File: config.mk
export PLATFORM = sky130hd
export DESIGN_NAME = pmcp_core
export DESIGN_NICKNAME = d
export VERILOG_FILES = /design/src/hdl/pmcp_prescaler.v /design/src/hdl/pmcp_core.v
export VERILOG_INCLUDE_DIRS = /design/src /design/src/hdl
export SDC_FILE = /design/constraint.sdc
export NUM_CORES = 1
export LEC_CHECK = 0
export BUFFER_PORTS_ARGS = -buffer_cell sky130_fd_sc_hd__buf_4
export CAP_MARGIN = 25
export CELL_PAD_IN_SITES_DETAIL_PLACEMENT = 1
export CELL_PAD_IN_SITES_GLOBAL_PLACEMENT = 2
export CORE_ASPECT_RATIO = 0.6
export CORE_MARGIN = 1
export CORE_UTILIZATION = 26
export CTS_CLUSTER_DIAMETER = 80
export CTS_CLUSTER_SIZE = 30
export DETAILED_ROUTE_END_ITERATION = 10
export GPL_TIMING_DRIVEN = 0
export PLACE_DENSITY = 0.91
export SETUP_SLACK_MARGIN = 0.05
export SYNTH_ARGS = -nofsm -noshare
export SYNTH_HDL_FRONTEND = slang
export SYNTH_HIERARCHICAL = 1
export SYNTH_SLANG_ARGS = --single-unit
File: constraint.sdc
create_clock -name clk_i -period 3.7 [get_ports clk_i]
set_clock_uncertainty 0.15 [all_clocks]
set_input_delay 0.555 -clock clk_i [delete_from_list [all_inputs] [get_ports clk_i]]
set_output_delay 0.555 -clock clk_i [all_outputs]
set_load 0.02 [all_outputs]
File: src/hdl/pmcp_defines.vh
// Register map, field positions, reset values and timing counts of the power mode block.
`ifndef PMCP_DEFINES_VH
`define PMCP_DEFINES_VH

// Printed register indices; the byte address on the bus is four times the index.
`define PMCP_IDX_POWER_CONTROL   8'h87
`define PMCP_IDX_MODE_STATUS     8'h88
`define PMCP_IDX_CLOCK_RELOAD    8'h97
`define PMCP_ADDR_W              10
`define PMCP_ADDR_POWER_CONTROL  10'h21c
`define PMCP_ADDR_MODE_STATUS    10'h220
`define PMCP_ADDR_CLOCK_RELOAD   10'h25c

// Power control register fields.
`define PMCP_PC_DOUBLE_BAUD      7
`define PMCP_PC_FRAME_ERR_SEL    6
`define PMCP_PC_RESERVED         5
`define PMCP_PC_POWER_OFF        4
`define PMCP_PC_GFLAG_ONE        3
`define PMCP_PC_GFLAG_ZERO       2
`define PMCP_PC_POWERDOWN        1
`define PMCP_PC_IDLE             0

// Mode status register fields.
`define PMCP_MS_STATE_LSB        0
`define PMCP_MS_STATE_MSB        1
`define PMCP_MS_CPU_CLK_ON       2
`define PMCP_MS_PERIPH_CLK_ON    3
`define PMCP_MS_OSC_STOPPED      4
`define PMCP_MS_DOUBLE_SPEED     5

// Reset values.
`define PMCP_RST_POWER_OFF       1'b1
`define PMCP_RST_CLOCK_RELOAD    8'hff

// Prescaler figures.
`define PMCP_RELOAD_TOP          10'd255
`define PMCP_DIV_TOP_SINGLE      10'd2
`define PMCP_DIV_TOP_DOUBLE      10'd1
`define PMCP_DIV_W               10

// Oscillator settle cycles after a wake from power-down.
`define PMCP_OSC_SETTLE_CYCLES   8

`endif

File: src/hdl/pmcp_prescaler.v
// Clock prescaler that turns the oscillator clock into a divided tick.
`timescale 1ns/1ps
`include "pmcp_defines.vh"

module pmcp_prescaler (
  input  wire       clk_i,
  input  wire       rst_i,
  input  wire       osc_run_i,
  input  wire       double_speed_mode_i,
  input  wire [7:0] clock_reload_value_i,
  output wire       tick_o
);

  reg  [`PMCP_DIV_W-1:0] count_reg;
  reg  [`PMCP_DIV_W-1:0] count_next;
  reg                    tick_reg;
  reg                    tick_next;
  reg  [`PMCP_DIV_W-1:0] divisor;
  wire [`PMCP_DIV_W-1:0] span;

  assign span = `PMCP_RELOAD_TOP - {2'b00, clock_reload_value_i};

  // All ones is the fast corner; any other value divides by a multiple of the span.
  always @* begin
    if (clock_reload_value_i == 8'hff) begin
      divisor = double_speed_mode_i ? `PMCP_DIV_TOP_DOUBLE : `PMCP_DIV_TOP_SINGLE;
    end else if (double_speed_mode_i) begin
      divisor = {span[`PMCP_DIV_W-2:0], 1'b0};
    end else begin
      divisor = {span[`PMCP_DIV_W-3:0], 2'b00};
    end
  end

  // A reload written mid-period takes effect at once; the counter never overshoots
  // because the compare is greater-or-equal.
  always @* begin
    count_next = count_reg;
    tick_next  = 1'b0;
    if (!osc_run_i) begin
      count_next = {`PMCP_DIV_W{1'b0}};
    end else if (count_reg >= divisor - 10'd1) begin
      count_next = {`PMCP_DIV_W{1'b0}};
      tick_next  = 1'b1;
    end else begin
      count_next = count_reg + 10'd1;
    end
  end

  always @(posedge clk_i) begin
    if (rst_i) begin
      count_reg <= {`PMCP_DIV_W{1'b0}};
      tick_reg  <= 1'b0;
    end else begin
      count_reg <= count_next;
      tick_reg  <= tick_next;
    end
  end

  assign tick_o = tick_reg;

endmodule

File: src/hdl/pmcp_core.v
// Power mode control and clock prescaler with a classic Wishbone register slave.
// Notes on behaviour
// - Writing one to the idle request bit enters idle mode, and an interrupt or a reset clears it.
// - Writing one to the powerdown request bit enters power-down, cleared by reset or wake-up.
// - With idle and powerdown requested together the block goes to power-down, not idle.
// - The power off flag is set by a supply rise, held until software clears it, settable too.
// - The double baud select bit doubles the serial baud rate in serial modes 1, 2 and 3.
// - The frame error select bit routes one serial control location to mode bit zero or framing error.
// - A prescaler sits between the oscillator and both the CPU and peripheral clocks, set by the reload.
// - The clock reload value resets to all ones and is written only as a whole byte.
// - After reset the power control register reads zero except the power off flag, which reads one.
// - Below all ones the divide is four or two times 255 minus reload; all ones gives two or one.
// - Power-down stops the oscillator, holds the clocks at known states and keeps all stored state; the prescaler count is cleared to zero instead.
//
// Implementation choice: the Wishbone interface to the registers.
`timescale 1ns/1ps
`include "pmcp_defines.vh"

module pmcp_core #(
  parameter OSC_SETTLE_CYCLES = `PMCP_OSC_SETTLE_CYCLES
) (
  input  wire        clk_i,
  input  wire        rst_i,
  // Classic Wishbone slave.
  input  wire        wb_cyc_i,
  input  wire        wb_stb_i,
  input  wire        wb_we_i,
  input  wire [31:0] wb_adr_i,
  input  wire [3:0]  wb_sel_i,
  input  wire [31:0] wb_dat_i,
  output wire [31:0] wb_dat_o,
  output wire        wb_ack_o,
  // Events from the rest of the chip.
  input  wire        supply_rise_i,
  input  wire        interrupt_i,
  input  wire        wakeup_interrupt_i,
  input  wire        double_speed_mode_i,
  // Serial control register location steered by the frame error select bit.
  input  wire        serial_mode_bit_zero_i,
  input  wire        framing_error_bit_i,
  input  wire        serial_loc_we_i,
  output wire        serial_loc_rd_o,
  output wire        serial_mode_bit_zero_we_o,
  output wire        framing_error_bit_we_o,
  // Serial port controls.
  input  wire [1:0]  serial_mode_i,
  output wire        double_baud_o,
  output wire        frame_error_select_o,
  // Clock and mode outputs.
  output wire        cpu_clk_en_o,
  output wire        periph_clk_en_o,
  output wire        osc_stop_o,
  output wire        idle_mode_o,
  output wire        powerdown_mode_o,
  output wire        general_flag_one_o,
  output wire        general_flag_zero_o
);

  localparam [1:0] ST_RUN   = 2'b00;
  localparam [1:0] ST_IDLE  = 2'b01;
  localparam [1:0] ST_PDOWN = 2'b10;
  localparam [1:0] ST_WAKE  = 2'b11;

  localparam integer SETTLE_LAST_FULL = OSC_SETTLE_CYCLES - 1;
  localparam [3:0]   SETTLE_LAST      = SETTLE_LAST_FULL[3:0];

  // Power control fields.
  reg        double_baud_select_reg;
  reg        double_baud_select_next;
  reg        frame_error_select_reg;
  reg        frame_error_select_next;
  reg        power_off_flag_reg;
  reg        power_off_flag_next;
  reg        general_flag_one_reg;
  reg        general_flag_one_next;
  reg        general_flag_zero_reg;
  reg        general_flag_zero_next;
  reg        powerdown_request_reg;
  reg        powerdown_request_next;
  reg        idle_request_reg;
  reg        idle_request_next;
  reg  [7:0] clock_reload_value_reg;
  reg  [7:0] clock_reload_value_next;

  // Mode sequencer.
  reg  [1:0] state_reg;
  reg  [1:0] state_next;
  reg  [3:0] settle_reg;
  reg  [3:0] settle_next;

  // Bus slave.
  reg        ack_reg;
  reg  [31:0] rdata_reg;
  reg  [31:0] rdata_next;

  // Gated clock enables, registered so that they never glitch.
  reg        cpu_clk_en_reg;
  reg        periph_clk_en_reg;

  wire       bus_req;
  wire       adr_in_window;
  wire       settle_done;
  wire       bus_wr;
  wire       lane0_wr;
  wire [`PMCP_ADDR_W-1:0] bus_addr;
  wire       hit_power_control;
  wire       hit_clock_reload;
  wire       hit_mode_status;
  wire       pc_wr;
  wire [7:0] power_control_register;
  wire [7:0] mode_status;
  wire       osc_run;
  wire       prescale_tick;
  wire       cpu_clk_on;
  wire       periph_clk_on;

  // Upper address bits above the decoded window must be zero, so aliases stay unmapped.
  assign adr_in_window     = (wb_adr_i[31:`PMCP_ADDR_W] == 22'h000000);
  assign bus_addr          = wb_adr_i[`PMCP_ADDR_W-1:0];
  assign bus_req           = wb_cyc_i & wb_stb_i & ~ack_reg;
  assign bus_wr            = bus_req & wb_we_i & adr_in_window;
  assign lane0_wr          = bus_wr & wb_sel_i[0];
  assign hit_power_control = (bus_addr == `PMCP_ADDR_POWER_CONTROL);
  assign hit_clock_reload  = (bus_addr == `PMCP_ADDR_CLOCK_RELOAD);
  assign hit_mode_status   = (bus_addr == `PMCP_ADDR_MODE_STATUS);
  assign pc_wr             = lane0_wr & hit_power_control;

  // The reserved bit always reads zero, a defined value software must ignore.
  assign power_control_register = {double_baud_select_reg,
                                   frame_error_select_reg,
                                   1'b0,
                                   power_off_flag_reg,
                                   general_flag_one_reg,
                                   general_flag_zero_reg,
                                   powerdown_request_reg,
                                   idle_request_reg};

  assign mode_status = {2'b00,
                        double_speed_mode_i,
                        ~osc_run,
                        periph_clk_on,
                        cpu_clk_on,
                        state_reg};

  // Software flags and mode bits.
  always @* begin
    double_baud_select_next = double_baud_select_reg;
    frame_error_select_next = frame_error_select_reg;
    general_flag_one_next   = general_flag_one_reg;
    general_flag_zero_next  = general_flag_zero_reg;
    if (pc_wr) begin
      double_baud_select_next = wb_dat_i[`PMCP_PC_DOUBLE_BAUD];
      frame_error_select_next = wb_dat_i[`PMCP_PC_FRAME_ERR_SEL];
      general_flag_one_next   = wb_dat_i[`PMCP_PC_GFLAG_ONE];
      general_flag_zero_next  = wb_dat_i[`PMCP_PC_GFLAG_ZERO];
    end
  end

  // The reload is one byte in lane zero; other lanes carry nothing, so a write that
  // leaves lane zero disabled is ignored rather than splitting the byte.
  always @* begin
    clock_reload_value_next = clock_reload_value_reg;
    if (lane0_wr && hit_clock_reload) begin
      clock_reload_value_next = wb_dat_i[7:0];
    end
  end

  // A supply rise beats a software clear in the same cycle, so it is never lost.
  always @* begin
    power_off_flag_next = power_off_flag_reg;
    if (pc_wr) begin
      power_off_flag_next = wb_dat_i[`PMCP_PC_POWER_OFF];
    end
    if (supply_rise_i) begin
      power_off_flag_next = 1'b1;
    end
  end

  // A request written in the same cycle as a wake event wins: the block then sleeps
  // and the next event wakes it, rather than dropping the write.
  always @* begin
    idle_request_next      = idle_request_reg;
    powerdown_request_next = powerdown_request_reg;
    if (interrupt_i) begin
      idle_request_next = 1'b0;
    end
    if (wakeup_interrupt_i) begin
      powerdown_request_next = 1'b0;
    end
    if (pc_wr) begin
      idle_request_next      = wb_dat_i[`PMCP_PC_IDLE];
      powerdown_request_next = wb_dat_i[`PMCP_PC_POWERDOWN];
    end
  end

  // Mode sequencer; power-down has precedence over idle.
  always @* begin
    state_next  = state_reg;
    settle_next = settle_reg;
    case (state_reg)
      ST_RUN: begin
        if (powerdown_request_reg) begin
          state_next = ST_PDOWN;
        end else if (idle_request_reg) begin
          state_next = ST_IDLE;
        end
      end
      ST_IDLE: begin
        if (powerdown_request_reg) begin
          state_next = ST_PDOWN;
        end else if (!idle_request_reg) begin
          state_next = ST_RUN;
        end
      end
      ST_PDOWN: begin
        if (!powerdown_request_reg) begin
          state_next  = ST_WAKE;
          settle_next = 4'h0;
        end
      end
      ST_WAKE: begin
        // The oscillator runs again; the CPU resumes once it has settled and the
        // wake-up source has been released, then enters idle a cycle later if that bit stays set.
        if (!settle_done) begin
          settle_next = settle_reg + 4'h1;
        end else if (!wakeup_interrupt_i) begin
          state_next = ST_RUN;
        end
      end
      default: begin
        state_next  = ST_RUN;
        settle_next = 4'h0;
      end
    endcase
  end

  // The settle count starts at zero, so it is done one short of the parameter.
  assign settle_done   = (settle_reg == SETTLE_LAST);
  assign osc_run       = (state_reg != ST_PDOWN);
  assign periph_clk_on = (state_reg == ST_RUN) | (state_reg == ST_IDLE);
  assign cpu_clk_on    = (state_reg == ST_RUN);

  // Register bus read path; unmapped addresses answer with zero.
  always @* begin
    rdata_next = 32'h00000000;
    if (adr_in_window) begin
      if (hit_power_control) begin
        rdata_next = {24'h000000, power_control_register};
      end else if (hit_clock_reload) begin
        rdata_next = {24'h000000, clock_reload_value_reg};
      end else if (hit_mode_status) begin
        rdata_next = {24'h000000, mode_status};
      end
    end
  end

  // Every register field is cleared or preset by reset, so a reset taken in any mode,
  // power-down included, leaves software with its reset values.
  always @(posedge clk_i) begin
    if (rst_i) begin
      double_baud_select_reg <= 1'b0;
      frame_error_select_reg <= 1'b0;
      power_off_flag_reg     <= `PMCP_RST_POWER_OFF;
      general_flag_one_reg   <= 1'b0;
      general_flag_zero_reg  <= 1'b0;
      powerdown_request_reg  <= 1'b0;
      idle_request_reg       <= 1'b0;
      clock_reload_value_reg <= `PMCP_RST_CLOCK_RELOAD;
    end else begin
      double_baud_select_reg <= double_baud_select_next;
      frame_error_select_reg <= frame_error_select_next;
      power_off_flag_reg     <= power_off_flag_next;
      general_flag_one_reg   <= general_flag_one_next;
      general_flag_zero_reg  <= general_flag_zero_next;
      powerdown_request_reg  <= powerdown_request_next;
      idle_request_reg       <= idle_request_next;
      clock_reload_value_reg <= clock_reload_value_next;
    end
  end

  // Reset always returns the sequencer to run, which also restarts the oscillator.
  always @(posedge clk_i) begin
    if (rst_i) begin
      state_reg  <= ST_RUN;
      settle_reg <= 4'h0;
    end else begin
      state_reg  <= state_next;
      settle_reg <= settle_next;
    end
  end

  // Read data is only loaded when a request is taken, so it holds the last answer
  // and a master that samples it late never sees it change.
  always @(posedge clk_i) begin
    if (rst_i) begin
      ack_reg   <= 1'b0;
      rdata_reg <= 32'h00000000;
    end else begin
      ack_reg <= bus_req;
      if (bus_req) begin
        rdata_reg <= rdata_next;
      end
    end
  end

  // The enables lag the prescaler tick by one cycle; both share that delay, so the
  // CPU and peripheral clocks stay in phase.
  always @(posedge clk_i) begin
    if (rst_i) begin
      cpu_clk_en_reg    <= 1'b0;
      periph_clk_en_reg <= 1'b0;
    end else begin
      cpu_clk_en_reg    <= prescale_tick & cpu_clk_on;
      periph_clk_en_reg <= prescale_tick & periph_clk_on;
    end
  end

  pmcp_prescaler u_prescaler (
    .clk_i                (clk_i),
    .rst_i                (rst_i),
    .osc_run_i            (osc_run),
    .double_speed_mode_i  (double_speed_mode_i),
    .clock_reload_value_i (clock_reload_value_reg),
    .tick_o               (prescale_tick)
  );

  // Serial location steering: the same location reaches one of two serial bits.
  assign serial_loc_rd_o = frame_error_select_reg ? framing_error_bit_i
                                                  : serial_mode_bit_zero_i;
  assign serial_mode_bit_zero_we_o = serial_loc_we_i & ~frame_error_select_reg;
  assign framing_error_bit_we_o    = serial_loc_we_i & frame_error_select_reg;

  // Mode 0 has a fixed rate, so doubling only applies in modes 1 to 3.
  assign double_baud_o        = double_baud_select_reg & (serial_mode_i != 2'b00);
  assign frame_error_select_o = frame_error_select_reg;

  assign wb_ack_o            = ack_reg;
  assign wb_dat_o            = rdata_reg;
  assign cpu_clk_en_o        = cpu_clk_en_reg;
  assign periph_clk_en_o     = periph_clk_en_reg;
  assign osc_stop_o          = ~osc_run;
  assign idle_mode_o         = (state_reg == ST_IDLE);
  assign powerdown_mode_o    = (state_reg == ST_PDOWN);
  assign general_flag_one_o  = general_flag_one_reg;
  assign general_flag_zero_o = general_flag_zero_reg;

endmodule

==> summary by stage <==
Drt
After detailed routing, the number of vias per cell comes to a little under 5. After detailed routing, the average wire length per cell comes to about 16 µm. For this block, the via count after detailed routing is 2742. The number of violations reported at the end of detailed-routing iteration 0 is approximately 160. The first detailed-routing pass ran for 4 iterations. The final wirelength is 8922 µm. In the routed design, unresolved DRC markers number 0.

The count of nets left with antenna violations once routing finished came out at 0.

Run status
The flow ran to the end, and the final reports show no timing, DRC or antenna violations.

Global routing
The overall routing resource usage is 16.67%. The initial antenna violation count came to 0. Entering global routing, the biggest net connects 17 pins. The global-route wire length before repair is 13940 µm. The total grt overflow is 0.

The via count of the first global-routing pass was 2739.

Clocking
TritonCTS built the clock tree. In this run, CTS created clock tree buffers numbering 5. The tree is rooted in a sky130_fd_sc_hd__clkbuf_16. The number of buffers on the longest clock path is 2. The clock latency on the worst-skew pair is about 0.29 ns.

The total number of clock tree sinks is 43. After clock tree synthesis, the clock-pin slew on the worst setup and hold paths is roughly 0.06 ns. In this run the number of H-tree levels came out at 2.

Synthesis
After synthesis, the cell types taking the most area are sky130_fd_sc_hd__dfxtp_1 (32%), sky130_fd_sc_hd__buf_4 (7.1%), sky130_fd_sc_hd__ha_1 (6.0%), sky130_fd_sc_hd__nor2_1 (4.4%), sky130_fd_sc_hd__a21oi_1 (3.7%). In this run, synthesis produced a sequential element count of between 40 and 50. The synthesized netlist occupies a cell area of around 0.0027 mm². Of the synthesized area, sequential elements account for 31.53%. After synthesis, the share of flip-flops with an asynchronous set or reset is 0%. Counting distinct cell types in the post-synthesis netlist gives 58. Counting every instance in the synthesized netlist gives about 320. The number of enable-type register cells in the synthesized netlist is 0. In this run the biggest area consumer among cell types represents 31.53% of the synthesized area. For this run, the leading register cell type out of synthesis is sky130_fd_sc_hd__dfxtp_1. The count of synthesis-stage warnings from yosys is 6. The biggest area contributor in the post-synthesis netlist is sky130_fd_sc_hd__dfxtp_1. The synthesized area per cell is ~8.5 µm².

Cells and area
Excluding fillers, the count of instances in the completed layout stands at 569. The leading cell type in the layout, fill and taps excluded is sky130_fd_sc_hd__buf_4. The number of diodes is 0. Measured on the finished design, the core utilization comes to between 30 and 40%. The net count of the finished layout is between 500 and 600. The number of flip-flops under the largest register name is 10. The fraction of layout instances using a drive strength above 1 is 35.25%. The top cell types in the final layout, fill and taps aside, are sky130_fd_sc_hd__buf_4 (106), sky130_fd_sc_hd__dfxtp_1 (38), sky130_fd_sc_hd__nor2_1 (31). The number of fillers in the final layout is 1223. The area growth from synthesis to layout is 41.57%.

Hold path
The depth of the worst hold-timing path is 3. The min-delay analysis places its worst path in the category input port to flip-flop. The critical hold path startpoint is supply_rise_i. The worst min-delay path endpoint is power_off_flag_reg.

Floorplan
The horizontal die dimension is ~130 µm. The floorplan step defined a core boundary enclosing 0.01002 mm². The number of top-level design ports is about 130. The initialized floorplan defines 28 standard-cell rows. The die covers between 0.01 and 0.015 mm². In this run the vertical extent of the chip is between 80 and 90 µm. The initial utilization of the core area, before any placement, comes to between 20 and 30%.

Setup path
The arrival time of data at the critical path endpoint is ~3.6 ns. The number of cells on the worst reg-to-reg path is 17. In this run the register-to-register setup slack is 0.15 ns. The required time reported for the critical path endpoint is around 3.8 ns.

By startpoint and endpoint, the worst setup path is classified as flip-flop to flip-flop. The capture instance of the worst register-to-register path is u_prescaler/count_reg[6]. The startpoint of the lowest-slack register-to-register path is clock_reload_value_reg[4].

STA classifies the critical path startpoint as a flip-flop. Along the worst path, the maximum fanout reaches 6. STA classifies the critical path endpoint as a flip-flop.

Placed design
The detailed-placement wirelength estimate is approximately 6800 µm. The number of placed instances, taps included, is approximately 560. During placement, the flow inserted port buffers numbering 75. The placer's final routability congestion estimate is just under 0.8.

Flow run
Max-cap violations in this run came to 0.

Timing
The final setup violation count is 0. The total count of max-transition violations in the final report is 0. The worst hold slack is between 0.2 and 0.3 ns.

The share of the clock period used by the worst path after layout is between 90% and 100%. Based on the critical path, the design can be clocked at up to about 0.28 GHz. For the pin with the worst max-slew slack, the measured transition is between 0.6 and 0.7 ns. The post-route setup TNS is 0 ns. The routed design could run at a clock period as short as 3.549 ns. The worst pin sits at a relative slew slack of between 50% and 60%. The final hold violation count is 0.

Power
The total leakage power is 1.732 nW. The total power per unit cell area is 310.9 mW/mm². The maximum VDD drop is ~230 µV.
[how the worst max path moves through the flow]
stage	startpoint	end	slack (ns)	depth (start not counted)
after floorplan	double_speed_mode_i	u_prescaler/count_reg[2]	0.22	13
after global placement	double_speed_mode_i	u_prescaler/count_reg[8]	-0.34	14
after detailed placement	double_speed_mode_i	u_prescaler/count_reg[8]	-0.47	14
after CTS	clock_reload_value_reg[5]	u_prescaler/count_reg[7]	0.05	16
after global routing	clock_reload_value_reg[4]	u_prescaler/count_reg[8]	-0.003	17
final	clock_reload_value_reg[4]	u_prescaler/count_reg[6]	0.15	17
[per-stage QoR]
stage | area [µm²] | power, mW | setup slack, ns
after floorplan | 2816 | 0.5955 | 0.2155
after global placement | 3548 | 0.6650 | -0.3413
after detailed placement | 3548 | 0.6717 | -0.4728
after CTS | 3827 | 1.205 | 0.05255
after global routing | 3865 | 1.249 | -0.002622
final | 3865 | 1.202 | 0.1506
[worst max-delay path, stage by stage, from the launching register on]
cell and delay (ns):
sky130_fd_sc_hd__dfxtp_2 0.34, sky130_fd_sc_hd__buf_6 0.10, sky130_fd_sc_hd__nand4_1 0.16, sky130_fd_sc_hd__nor2_2 0.20, sky130_fd_sc_hd__nand3_1 0.09, sky130_fd_sc_hd__mux2_2 0.28
sky130_fd_sc_hd__ha_2 0.21, sky130_fd_sc_hd__and3_2 0.27, sky130_fd_sc_hd__nand3_1 0.11, sky130_fd_sc_hd__xnor2_1 0.07, sky130_fd_sc_hd__mux2_2 0.27, sky130_fd_sc_hd__ha_1 0.19
sky130_fd_sc_hd__a211o_1 0.26, sky130_fd_sc_hd__o211ai_1 0.10, sky130_fd_sc_hd__buf_4 0.18, sky130_fd_sc_hd__o311ai_4 0.15, sky130_fd_sc_hd__buf_12 0.18, sky130_fd_sc_hd__nor3_1 0.15
[metal layers]
layer | up-vias | global-route usage, % | wire length [µm]
met5 | - | 0 | 0
met4 | 0 | 4.045 | 75
met3 | 7 | 3.246 | 390
met2 | 65 | 27.51 | 4031
met1 | 1335 | 22.41 | 4425
li1 | 1335 | - | -
[power by group]
part	internal (mW)	switching [mW]	total (mW)
registers	0.469	0.00647	0.475
clock network	0.319	0.198	0.516
logic	0.106	0.104	0.210
total	0.894	0.308	1.20
[synthesized netlist by cell type, drive strengths merged (2+ instances only)]
| cell | count |
|---|---|
| a31oi | 2 |
| ha | 13 |
| a211oi | 2 |
| a311oi | 2 |
| nor4 | 4 |
| mux2 | 6 |
| o211ai | 5 |
| o32ai | 3 |
| buf | 33 |
| nor2b | 9 |
| nand3 | 13 |
| nand4 | 10 |
| nor3b | 2 |
| a32oi | 2 |
| inv | 5 |
| or4 | 2 |
| nor2 | 32 |
| nor4b | 2 |
| xor2 | 10 |
| o311ai | 2 |
| and2 | 5 |
| a21oi | 20 |
| dfxtp | 43 |
| a22o | 2 |
| nand2 | 17 |
| o21ai | 6 |
| clkbuf | 8 |
| or4b | 2 |
| nor3 | 18 |
| xnor2 | 7 |
| o22ai | 2 |
| and3 | 4 |
| nand2b | 5 |
| mux2i | 8 |
[cells by family after synthesis]
| kind of cell | after synthesis | share of synthesized area (%) |
|---|---|---|
| mux | 14 | 5.545 |
| fa+ha+maj | 13 | 5.958 |
| compound gates | 57 | 14.25 |
| flops | 43 | 31.53 |
| xor+xnor | 17 | 5.454 |
| buf+inv | 46 | 10.91 |
| simple gates | 131 | 26.21 |
| other cells | 1 | 0.1374 |
[area by class of cell]
cell class	count	area, µm²	share of cell area, %
multi-input combinational	256	1707	44.16
buffer	39	274.0	7.090
sequential	43	872.1	22.56
inverter	5	18.77	0.4856
tap	135	168.9	4.370
clock inverter	3	43.79	1.133
clock buffer	5	125.1	3.237
timing repair buffer	83	655.6	16.96
[timing repair]
action | CTS | global route
cloned | 1 | 0
buffers inserted | 5 | 2
hold buffers | 0 | 0
pin swaps | 4 | 4
resized for setup | 14 | 8
setup endpoints to repair | 11 | 11
Note: power is estimated with default switching activity, not from simulation.
